$ cat src/shared/fcs_pkg.sv
package fcs_pkg;

  // Data widths
  localparam int unsigned Y_W = 32;
  localparam int unsigned RES_W = 64;
  localparam int unsigned PAR_W = 4;
  localparam int unsigned OPSEL_W = 8;

  // Rounding mode codes (assignment kept open as parameters)
  localparam logic [1:0] RND_NEAREST_CODE = 2'h0;
  localparam logic [1:0] RND_ZERO_CODE = 2'h1;
  localparam logic [1:0] RND_POS_CODE = 2'h2;
  localparam logic [1:0] RND_NEG_CODE = 2'h3;

  // Status source codes
  localparam logic [1:0] STSRC_ALU = 2'h0;
  localparam logic [1:0] STSRC_MUL = 2'h1;

  // Reset values
  localparam logic [RES_W-1:0] RES_RST = 64'h0;

  // Rounding modes
  typedef enum logic [1:0] {
    FCS_RN = 2'b00,
    FCS_RZ = 2'b01,
    FCS_RP = 2'b10,
    FCS_RM = 2'b11
  } fcs_rnd_e;

  // Status word of one unit
  typedef struct packed {
    logic rnd_carry;
    logic under;
    logic unordered_compare_flag;
    logic exc_a;
    logic exc_b;
  } fcs_stat_s;

  // Raw result from one unit
  typedef struct packed {
    logic [RES_W-1:0] value;
    logic inexact;
    logic tiny;
    logic rnd_up;
    logic wrapped;
  } fcs_res_s;

endpackage : fcs_pkg

$ cat src/rtl/fcs_ctrl_status.sv
`timescale 1ns/1ps
`default_nettype none
module fcs_ctrl_status #(
  parameter logic [1:0] RN_CODE = fcs_pkg::RND_NEAREST_CODE,
  parameter logic [1:0] RZ_CODE = fcs_pkg::RND_ZERO_CODE,
  parameter logic [1:0] RP_CODE = fcs_pkg::RND_POS_CODE,
  parameter logic [1:0] RM_CODE = fcs_pkg::RND_NEG_CODE
) (
  // Clock and reset
  input wire logic clk_i,
  input wire logic rst_i,
  input wire logic reset_n_i,
  // Controls
  input wire logic result_stage_bypass_i,
  input wire logic round_mode_sel_0_i,
  input wire logic round_mode_sel_1_i,
  input wire logic result_half_select_i,
  input wire logic [fcs_pkg::OPSEL_W-1:0] operand_source_select_i,
  input wire logic status_source_select_0_i,
  input wire logic status_source_select_1_i,
  input wire logic c_reg_source_select_i,
  // Unit results and operand class
  input wire fcs_pkg::fcs_res_s mul_res_i,
  input wire fcs_pkg::fcs_res_s alu_res_i,
  input wire logic a_nan_i,
  input wire logic a_denorm_i,
  input wire logic b_nan_i,
  input wire logic b_denorm_i,
  // Operand routing and rounding mode
  output logic [fcs_pkg::OPSEL_W-1:0] mul_operand_sel_o,
  output logic [fcs_pkg::OPSEL_W-1:0] alu_operand_sel_o,
  output fcs_pkg::fcs_rnd_e round_mode_o,
  // Y bus
  output logic [fcs_pkg::Y_W-1:0] y_o,
  output logic y_oe_n_o,
  output logic [fcs_pkg::PAR_W-1:0] y_parity_o,
  // C register
  output logic [fcs_pkg::RES_W-1:0] c_reg_o,
  // Status
  output logic round_carry_flag_o,
  output logic underflow_flag_o,
  output logic unordered_compare_flag_o,
  output logic a_port_input_exception_o,
  output logic b_port_input_exception_o,
  output logic status_origin_flag_o
);

  // Module state, apart from the P and S result registers
  typedef struct packed {
    logic [1:0] rst_sync;
    logic [1:0] byp_sync;
    fcs_pkg::fcs_stat_s stat_hold; // Status register stage
    logic origin_hold; // Origin bit of the stage
    fcs_pkg::fcs_stat_s stat;
    logic origin;
    fcs_pkg::fcs_rnd_e rnd;
    logic [fcs_pkg::OPSEL_W-1:0] msel;
    logic [fcs_pkg::OPSEL_W-1:0] asel;
    logic [fcs_pkg::Y_W-1:0] y;
    logic [fcs_pkg::PAR_W-1:0] par;
    logic [fcs_pkg::RES_W-1:0] c;
    logic y_oe_n; // Y drive enable, low drives
  } fcs_state_s;

  fcs_state_s st;
  fcs_state_s next_st;

  // Result registers, P and S
  logic [fcs_pkg::RES_W-1:0] p_q;
  logic [fcs_pkg::RES_W-1:0] s_q;
  // Live unit status and selected result
  fcs_pkg::fcs_stat_s mul_stat;
  fcs_pkg::fcs_stat_s alu_stat;
  fcs_pkg::fcs_stat_s sel_stat;
  logic sel_mul;
  logic [1:0] ssel;
  logic [1:0] rsel;
  logic [fcs_pkg::RES_W-1:0] res;
  logic [fcs_pkg::Y_W-1:0] y_half;
  logic byp;
  // Status after the stage, flowthrough or held
  fcs_pkg::fcs_stat_s stage_stat;
  logic stage_origin;

  assign byp = st.byp_sync[1];

  // Product register
  fcs_stage_reg #(.W(fcs_pkg::RES_W)) u_p_reg (
    .clk_i(clk_i),
    .bypass_i(byp),
    .load_i(1'b1),
    .d_i(mul_res_i.value),
    .q_o(p_q)
  );

  // Sum register
  fcs_stage_reg #(.W(fcs_pkg::RES_W)) u_s_reg (
    .clk_i(clk_i),
    .bypass_i(byp),
    .load_i(1'b1),
    .d_i(alu_res_i.value),
    .q_o(s_q)
  );

  // Per-unit status derivation
  always_comb begin
    // Multiplier flags
    mul_stat.rnd_carry = mul_res_i.wrapped & mul_res_i.rnd_up;
    mul_stat.under = mul_res_i.inexact & mul_res_i.tiny;
    mul_stat.unordered_compare_flag = a_nan_i | b_nan_i;
    mul_stat.exc_a = a_nan_i | a_denorm_i;
    mul_stat.exc_b = b_nan_i | b_denorm_i;
    // ALU flags
    alu_stat.rnd_carry = alu_res_i.wrapped & alu_res_i.rnd_up;
    alu_stat.under = alu_res_i.inexact & alu_res_i.tiny;
    alu_stat.unordered_compare_flag = a_nan_i | b_nan_i;
    alu_stat.exc_a = a_nan_i | a_denorm_i;
    alu_stat.exc_b = b_nan_i | b_denorm_i;
  end

  // Status source choice
  always_comb begin
    ssel = {status_source_select_1_i, status_source_select_0_i};
    sel_mul = (ssel == fcs_pkg::STSRC_MUL);
    sel_stat = sel_mul ? mul_stat : alu_stat;
    res = c_reg_source_select_i ? p_q : s_q;
    y_half = result_half_select_i ? res[fcs_pkg::RES_W-1:fcs_pkg::Y_W]
                                  : res[fcs_pkg::Y_W-1:0];
    rsel = {round_mode_sel_1_i, round_mode_sel_0_i};
  end

  // Status register stage; flowthrough when bypassed so flags track P and S
  always_comb begin
    stage_stat = byp ? sel_stat : st.stat_hold;
    stage_origin = byp ? sel_mul : st.origin_hold;
  end

  // Next state
  always_comb begin
    next_st = st;
    next_st.rst_sync = {st.rst_sync[0], ~reset_n_i};
    next_st.byp_sync = {st.byp_sync[0], result_stage_bypass_i};
    // Rounding mode decode through parameters
    if (rsel == RN_CODE) begin
      next_st.rnd = fcs_pkg::FCS_RN;
    end else if (rsel == RZ_CODE) begin
      next_st.rnd = fcs_pkg::FCS_RZ;
    end else if (rsel == RP_CODE) begin
      next_st.rnd = fcs_pkg::FCS_RP;
    end else begin
      next_st.rnd = fcs_pkg::FCS_RM;
    end
    // Operand routing: whole code goes to both units, encodings left open
    next_st.msel = operand_source_select_i;
    next_st.asel = operand_source_select_i;
    // Status: stage register, then output flops; reset clears both
    if (st.rst_sync[1]) begin
      next_st.stat_hold = '0;
      next_st.origin_hold = 1'b0;
      next_st.stat = '0;
      next_st.origin = 1'b0;
    end else begin
      next_st.stat_hold = sel_stat;
      next_st.origin_hold = sel_mul;
      next_st.stat = stage_stat;
      next_st.origin = stage_origin;
    end
    // Y bus and parity per byte
    next_st.y = y_half;
    next_st.y_oe_n = 1'b0;
    for (int i = 0; i < int'(fcs_pkg::PAR_W); i++) begin
      next_st.par[i] = ^y_half[i*8 +: 8];
    end
    // C register holds data through device reset; rst_i clears it
    next_st.c = res;
  end

  // State register
  always_ff @(posedge clk_i) begin
    if (rst_i) begin
      st <= '0;
    end else begin
      st <= next_st;
    end
  end

  // Outputs straight from flip-flops
  assign mul_operand_sel_o = st.msel;
  assign alu_operand_sel_o = st.asel;
  assign round_mode_o = st.rnd;
  assign y_o = st.y;
  assign y_oe_n_o = st.y_oe_n;
  assign y_parity_o = st.par;
  assign c_reg_o = st.c;
  assign round_carry_flag_o = st.stat.rnd_carry;
  assign underflow_flag_o = st.stat.under;
  assign unordered_compare_flag_o = st.stat.unordered_compare_flag;
  assign a_port_input_exception_o = st.stat.exc_a;
  assign b_port_input_exception_o = st.stat.exc_b;
  assign status_origin_flag_o = st.origin;

  // Checks: Y bus and parity
  AST_HALF_HI: assert property (@(posedge clk_i) disable iff (rst_i)
    result_half_select_i |=> y_o == $past(res[fcs_pkg::RES_W-1:fcs_pkg::Y_W]))
    else $error("y half select wrong");
  AST_HALF_LO: assert property (@(posedge clk_i) disable iff (rst_i)
    !result_half_select_i |=> y_o == $past(res[fcs_pkg::Y_W-1:0]))
    else $error("y lower half wrong");
  AST_PAR: assert property (@(posedge clk_i) disable iff (rst_i)
    y_parity_o[0] == ^y_o[7:0])
    else $error("parity mismatch");
  AST_PAR_ALL: assert property (@(posedge clk_i) disable iff (rst_i)
    y_parity_o == {^y_o[31:24], ^y_o[23:16], ^y_o[15:8], ^y_o[7:0]})
    else $error("parity of upper bytes wrong");
  // Checks: device reset
  AST_RST_CLR: assert property (@(posedge clk_i) disable iff (rst_i)
    st.rst_sync[1] |=> !round_carry_flag_o && !status_origin_flag_o)
    else $error("reset did not clear status");
  AST_RST_HOLD: assert property (@(posedge clk_i) disable iff (rst_i)
    st.rst_sync[1] |=> st.stat_hold == '0 && !st.origin_hold)
    else $error("reset did not clear status stage");
  AST_RST_DATA: assert property (@(posedge clk_i) disable iff (rst_i)
    st.rst_sync[1] && !byp ##1 !byp |-> p_q == $past(mul_res_i.value))
    else $error("reset disturbed product register");
  // Checks: status stage
  AST_BYP_STAT: assert property (@(posedge clk_i) disable iff (rst_i)
    !st.rst_sync[1] && byp |=> round_carry_flag_o == $past(sel_stat.rnd_carry))
    else $error("status not flowthrough under bypass");
  AST_HOLD_STAT: assert property (@(posedge clk_i) disable iff (rst_i)
    !st.rst_sync[1] && !byp |=> underflow_flag_o == $past(st.stat_hold.under))
    else $error("status stage skipped");
  // Checks: flag sources
  AST_ORIGIN: assert property (@(posedge clk_i) disable iff (rst_i)
    !st.rst_sync[1] && byp && sel_mul |=> status_origin_flag_o)
    else $error("origin flag wrong");
  AST_ORIGIN_ALU: assert property (@(posedge clk_i) disable iff (rst_i)
    !st.rst_sync[1] && byp && !sel_mul |=> !status_origin_flag_o)
    else $error("origin flag not low for ALU");
  AST_CARRY: assert property (@(posedge clk_i) disable iff (rst_i)
    !st.rst_sync[1] && byp && sel_mul && mul_res_i.wrapped && mul_res_i.rnd_up
    |=> round_carry_flag_o)
    else $error("round carry missing");
  AST_CARRY_NOT: assert property (@(posedge clk_i) disable iff (rst_i)
    !st.rst_sync[1] && byp && !sel_mul && !alu_res_i.wrapped |=> !round_carry_flag_o)
    else $error("round carry without wrap");
  AST_UNDER: assert property (@(posedge clk_i) disable iff (rst_i)
    underflow_flag_o |-> $past(stage_stat.under))
    else $error("underflow without cause");
  AST_UNDER_SET: assert property (@(posedge clk_i) disable iff (rst_i)
    !st.rst_sync[1] && byp && sel_mul && mul_res_i.inexact && mul_res_i.tiny
    |=> underflow_flag_o)
    else $error("underflow missing");
  AST_UNORDERED_COMPARE_FLAG: assert property (@(posedge clk_i) disable iff (rst_i)
    !st.rst_sync[1] && byp && a_nan_i |=> unordered_compare_flag_o)
    else $error("unordered missing");
  AST_UNORDERED_COMPARE_FLAG_NOT: assert property (@(posedge clk_i) disable iff (rst_i)
    !st.rst_sync[1] && byp && !a_nan_i && !b_nan_i |=> !unordered_compare_flag_o)
    else $error("unordered without NaN");
  AST_EXC_A: assert property (@(posedge clk_i) disable iff (rst_i)
    !st.rst_sync[1] && byp && a_denorm_i |=> a_port_input_exception_o)
    else $error("a exception missing");
  AST_EXC_B: assert property (@(posedge clk_i) disable iff (rst_i)
    !st.rst_sync[1] && !byp && b_denorm_i ##1 !st.rst_sync[1] && !byp
    |=> b_port_input_exception_o)
    else $error("b exception missing");
  // Checks: routing and rounding
  AST_CSRC: assert property (@(posedge clk_i) disable iff (rst_i)
    c_reg_source_select_i && byp |=> c_reg_o == $past(mul_res_i.value))
    else $error("c source wrong");
  AST_CSRC_ALU: assert property (@(posedge clk_i) disable iff (rst_i)
    !c_reg_source_select_i && byp |=> c_reg_o == $past(alu_res_i.value))
    else $error("c source ALU wrong");
  AST_OPSEL: assert property (@(posedge clk_i) disable iff (rst_i)
    operand_source_select_i != 8'h00 |=>
    mul_operand_sel_o == $past(operand_source_select_i) &&
    alu_operand_sel_o == $past(operand_source_select_i))
    else $error("operand select not routed");
  AST_RND: assert property (@(posedge clk_i) disable iff (rst_i)
    rsel == RZ_CODE |=> round_mode_o == fcs_pkg::FCS_RZ)
    else $error("round mode wrong");
  AST_RND_RN: assert property (@(posedge clk_i) disable iff (rst_i)
    rsel == RN_CODE |=> round_mode_o == fcs_pkg::FCS_RN)
    else $error("nearest mode wrong");
  AST_RND_RP: assert property (@(posedge clk_i) disable iff (rst_i)
    rsel == RP_CODE |=> round_mode_o == fcs_pkg::FCS_RP)
    else $error("plus mode wrong");
  AST_RND_RM: assert property (@(posedge clk_i) disable iff (rst_i)
    rsel == RM_CODE |=> round_mode_o == fcs_pkg::FCS_RM)
    else $error("minus mode wrong");
  // Covers for the main scenarios
  COV_BYP: cover property (@(posedge clk_i) byp && c_reg_source_select_i);
  COV_RST: cover property (@(posedge clk_i) st.rst_sync[1]);
  COV_UNORDERED_COMPARE_FLAG: cover property (@(posedge clk_i) unordered_compare_flag_o);
  COV_HOLD: cover property (@(posedge clk_i) !byp && st.stat_hold.exc_b);
  COV_HALF: cover property (@(posedge clk_i) result_half_select_i && byp);

endmodule : fcs_ctrl_status
`default_nettype wire

$ cat src/rtl/fcs_stage_reg.sv
`timescale 1ns/1ps
`default_nettype none
// Result register with flowthrough bypass
module fcs_stage_reg #(
  parameter int unsigned W = 64
) (
  // Clock
  input wire logic clk_i,
  // Control
  input wire logic bypass_i,
  input wire logic load_i,
  // Data
  input wire logic [W-1:0] d_i,
  output logic [W-1:0] q_o
);

  // Registered copy
  logic [W-1:0] held;

  // Held value changes only on load, never on reset
  always_ff @(posedge clk_i) begin
    if (load_i) begin
      held <= d_i;
    end
  end

  // Flowthrough when bypassed
  always_comb begin
    q_o = bypass_i ? d_i : held;
  end

endmodule : fcs_stage_reg
`default_nettype wire

$ cat config.mk
export PLATFORM = sky130hd
export DESIGN_NAME = fcs_ctrl_status
export DESIGN_NICKNAME = d
export VERILOG_FILES = /design/src/shared/fcs_pkg.sv /design/src/rtl/fcs_ctrl_status.sv /design/src/rtl/fcs_stage_reg.sv
export SDC_FILE = /design/constraint.sdc
export NUM_CORES = 1
export LEC_CHECK = 0
export BUFFER_PORTS_ARGS = -buffer_cell sky130_fd_sc_hd__buf_2
export CORE_ASPECT_RATIO = 0.8
export CORE_UTILIZATION = 50
export CTS_BUF_LIST = sky130_fd_sc_hd__clkbuf_4 sky130_fd_sc_hd__clkbuf_8 sky130_fd_sc_hd__clkbuf_16
export CTS_CLUSTER_SIZE = 14
export DETAILED_ROUTE_END_ITERATION = 10
export GPL_ROUTABILITY_DRIVEN = 0
export PLACE_DENSITY = 0.76
export SLEW_MARGIN = 40
export SYNTH_ARGS = -nofsm -noshare
export SYNTH_HDL_FRONTEND = slang
export SYNTH_SLANG_ARGS = --single-unit
$ cat constraint.sdc
create_clock -name clk_i -period 4.9 [get_ports clk_i]
set_input_delay 1.47 -clock clk_i [delete_from_list [all_inputs] [get_ports clk_i]]
set_output_delay 1.47 -clock clk_i [all_outputs]
set_load 0.01 [all_outputs]
==> impl_metrics.tcl <==
set metrics [dict create \
    reg2reg_from "byp$_SDFF_PP0_" \
    worst_pin_slew_ns 0.796 \
    grt_max_degree 45 \
    rsz0062_at_grt "false" \
    relSlewSlack_pct 46.8 \
    clock_skew_ns 0.00934 \
    end_kind "flop" \
    grt_pass1_vias 6991 \
    holdBufCountCts 0 \
    pwr-share-clk_pct 38.8 \
    overflow 0 \
    layout_common_cells "buf_2 (279), dfxtp_1 (253), xor2_1 (128), nor2b_1 (78), mux4_2 (64)" \
    die_area_um2 21700 \
    root_buffer "clkbuf_16" \
    wirelength_um 25000 \
    die_x_um 165 \
    antenna_left 0 \
    hold_end "byp$_SDFF_PP0_" \
    path_clk_slew_ns 0.07 \
    insertion_delay_ns 0.51 \
    switching_power_uw 1170 \
    maxSlewViolCount 0 \
    vias 6944 \
    holdCritStartpoint "next_st[132]$_SDFF_PP0_" \
    nNetsFinal 1194 \
    post_drt_wl_per_cell_um 18.9 \
    htreeDepth 1 \
    p_leak_uw 0.00535 \
    cts_buffers 25 \
    post-route-period-util_pct 70.1 \
    setup_viol 0 \
    postLayoutCoreUtil_pct 58.2 \
    avgSynthCellArea_um2 11.9 \
    cts.repair.resized 0 \
    fin_crit_ns 3.43 \
    antenna_found_initial 8 \
    reg2regPathDepth 7 \
    drive_above_1_share_pct 38.0 \
    syn_to_final_growth_pct 14.0 \
    ys_warn_count 0 \
    power_density_nw_per_um2 399 \
    fmax_ghz 0.291 \
    synth_edf_count 0 \
    grtUsageTotal_pct 22.5 \
    drc 0 \
    ys_seq_elements 254 \
    holdPathStages 1 \
    status "finished, final reports clean" \
    holdCritPathClass "flop to flop" \
    coreArea_um2 20700 \
    drt-pass1-iter-count 4 \
    synth_cell_type_count 26 \
    synthesis.nets 1044 \
    fp.dieH_um 132 \
    synth_area_um2 10600 \
    ys.flop_type "dfxtp_1" \
    critical_path_required_ns 5.28 \
    grt_pass1_wl_um 37700 \
    r2r_slack_ns 2.12 \
    arrival_ns 3.82 \
    drtIter0Drc 376 \
    tritoncts "built" \
    drv_cap 0 \
    crit_fanout 23 \
    p_int_uw 3630 \
    worstSetupPathType "input pin to flop" \
    start_util_pct 51.1 \
    port_buffers 281 \
    synth-seq-area-share_pct 48.1 \
    finalSetupTns_ns 0 \
    synth_cells 886 \
    ys_top_cells_by_area "dfxtp_1 (48%), mux4_2 (14%), xor2_1 (11%)" \
    r2r_end "y_parity_o[1]$_SDFF_PP0_" \
    ios 283 \
    swShare_pct 24.4 \
    hold_viol 0 \
    rows 47 \
    yosys.area.top_type "dfxtp_1" \
    cts.sink_count 254 \
    final_common_cell "buf_2" \
    hpwl_um 18400 \
    peakVddDrop_uv 385 \
    synthArstFlopShare_pct 0 \
    yosys.area.top_type_share_pct 48.1 \
    routed_via_density 5.24 \
    combPwrFrac_pct 13.8 \
    start_kind "input pin" \
    post-cts-setup-buffers 0 \
    cts_buffer_depth 3 \
    seq_power_share_pct 47.3 \
]
## worst max-delay path by stage
stage                                from  slack, ns                        to
floorplan           c_reg_source_select_i       2.00  y_parity_o[1]$_SDFF_PP0_
global placement     result_half_select_i       1.19  y_parity_o[1]$_SDFF_PP0_
detailed placement   result_half_select_i        1.0  y_parity_o[1]$_SDFF_PP0_
CTS                  result_half_select_i       1.53  y_parity_o[1]$_SDFF_PP0_
global route         result_half_select_i       1.33  y_parity_o[1]$_SDFF_PP0_
finish               result_half_select_i       1.47  y_parity_o[1]$_SDFF_PP0_
## final cells by class
class                           count  area (um2)
Clock inverter                      4        47.5
Clock buffer                       39         749
Fill cell                        1744        8660
Multi-Input combinational cell    467        4330
Tap cell                          269         337
Timing Repair Buffer              288        1480
Antenna cell                        3        7.51
Sequential cell                   254        5090
## registers in the layout, summed over array words and instances (netlist names)
signal,cells
round_carry_flag_o,1
alu_operand_sel_o,8
y_parity_o,4
st,7
underflow_flag_o,1
next_st,2
b_port_input_exception_o,1
a_port_input_exception_o,1
y_o,32
c_reg_o,64
u_s_reg.held,64
round_mode_o,2
unordered_compare_flag_o,1
u_p_reg.held,64
byp,1
status_origin_flag_o,1
## layer usage
layer / up-vias / global-route usage (%) / routed length [um]
li1: 3249 / - / -
met1: 3352 / 29.9 / 11000
met2: 297 / 35.6 / 11400
met3: 40 / 6.57 / 2160
met4: 6 / 6.01 / 478
met5: - / 0 / 32
## worst max-delay path: stages
cell,delay [ns]
buf_2,0.52
or3b_1,0.70
o22ai_1,0.23
nor4_1,0.42
xnor2_1,0.22
xnor2_1,0.16
nor2_1,0.06
## cells by family after synthesis
family,after synthesis,share of synthesized area [%]
xor gates and xnor gates,140,11.6
DFF,254,48.1
AOI/OAI and AO/OA,71,4.32
other,1,0.0355
muxes,97,16.8
and+or+nand+nor,158,8.29
buffers and inverters,165,10.9
## stage by stage
step | cells | total power (uW) | hold WS (ns) | setup WS, ns | area, um2
after floorplan | 886 | 2820 | 0.414 | 2.00 | 10600
after global placement | 1276 | 2970 | 0.415 | 1.19 | 11200
after detailed placement | 1277 | 2980 | 0.429 | 0.995 | 11200
after CTS | 1320 | 4830 | 0.442 | 1.53 | 12000
after global routing | 1323 | 4990 | 0.457 | 1.33 | 12000
final | 1324 | 4800 | 0.440 | 1.47 | 12000
## cell usage after synthesis (2+ instances only)
master	instances
a211oi_1	5
a31oi_1	2
and3_1	2
buf_1	7
buf_2	12
buf_4	123
buf_6	7
clkbuf_1	16
dfxtp_1	254
mux2i_1	33
mux4_2	64
nand3b_2	2
nor2_1	52
nor2b_1	78
nor4_1	16
o22ai_1	63
or3b_1	3
xnor2_1	12
xor2_1	128
## power by group through the flow
stage	logic, uW	registers, uW	clock network (uW)
finish	665	2270	1860
global placement	648	2320	0
global route	721	2290	1980
floorplan	514	2300	0
CTS	664	2280	1890
detailed placement	661	2320	0
(Power assumes the default switching activity.)
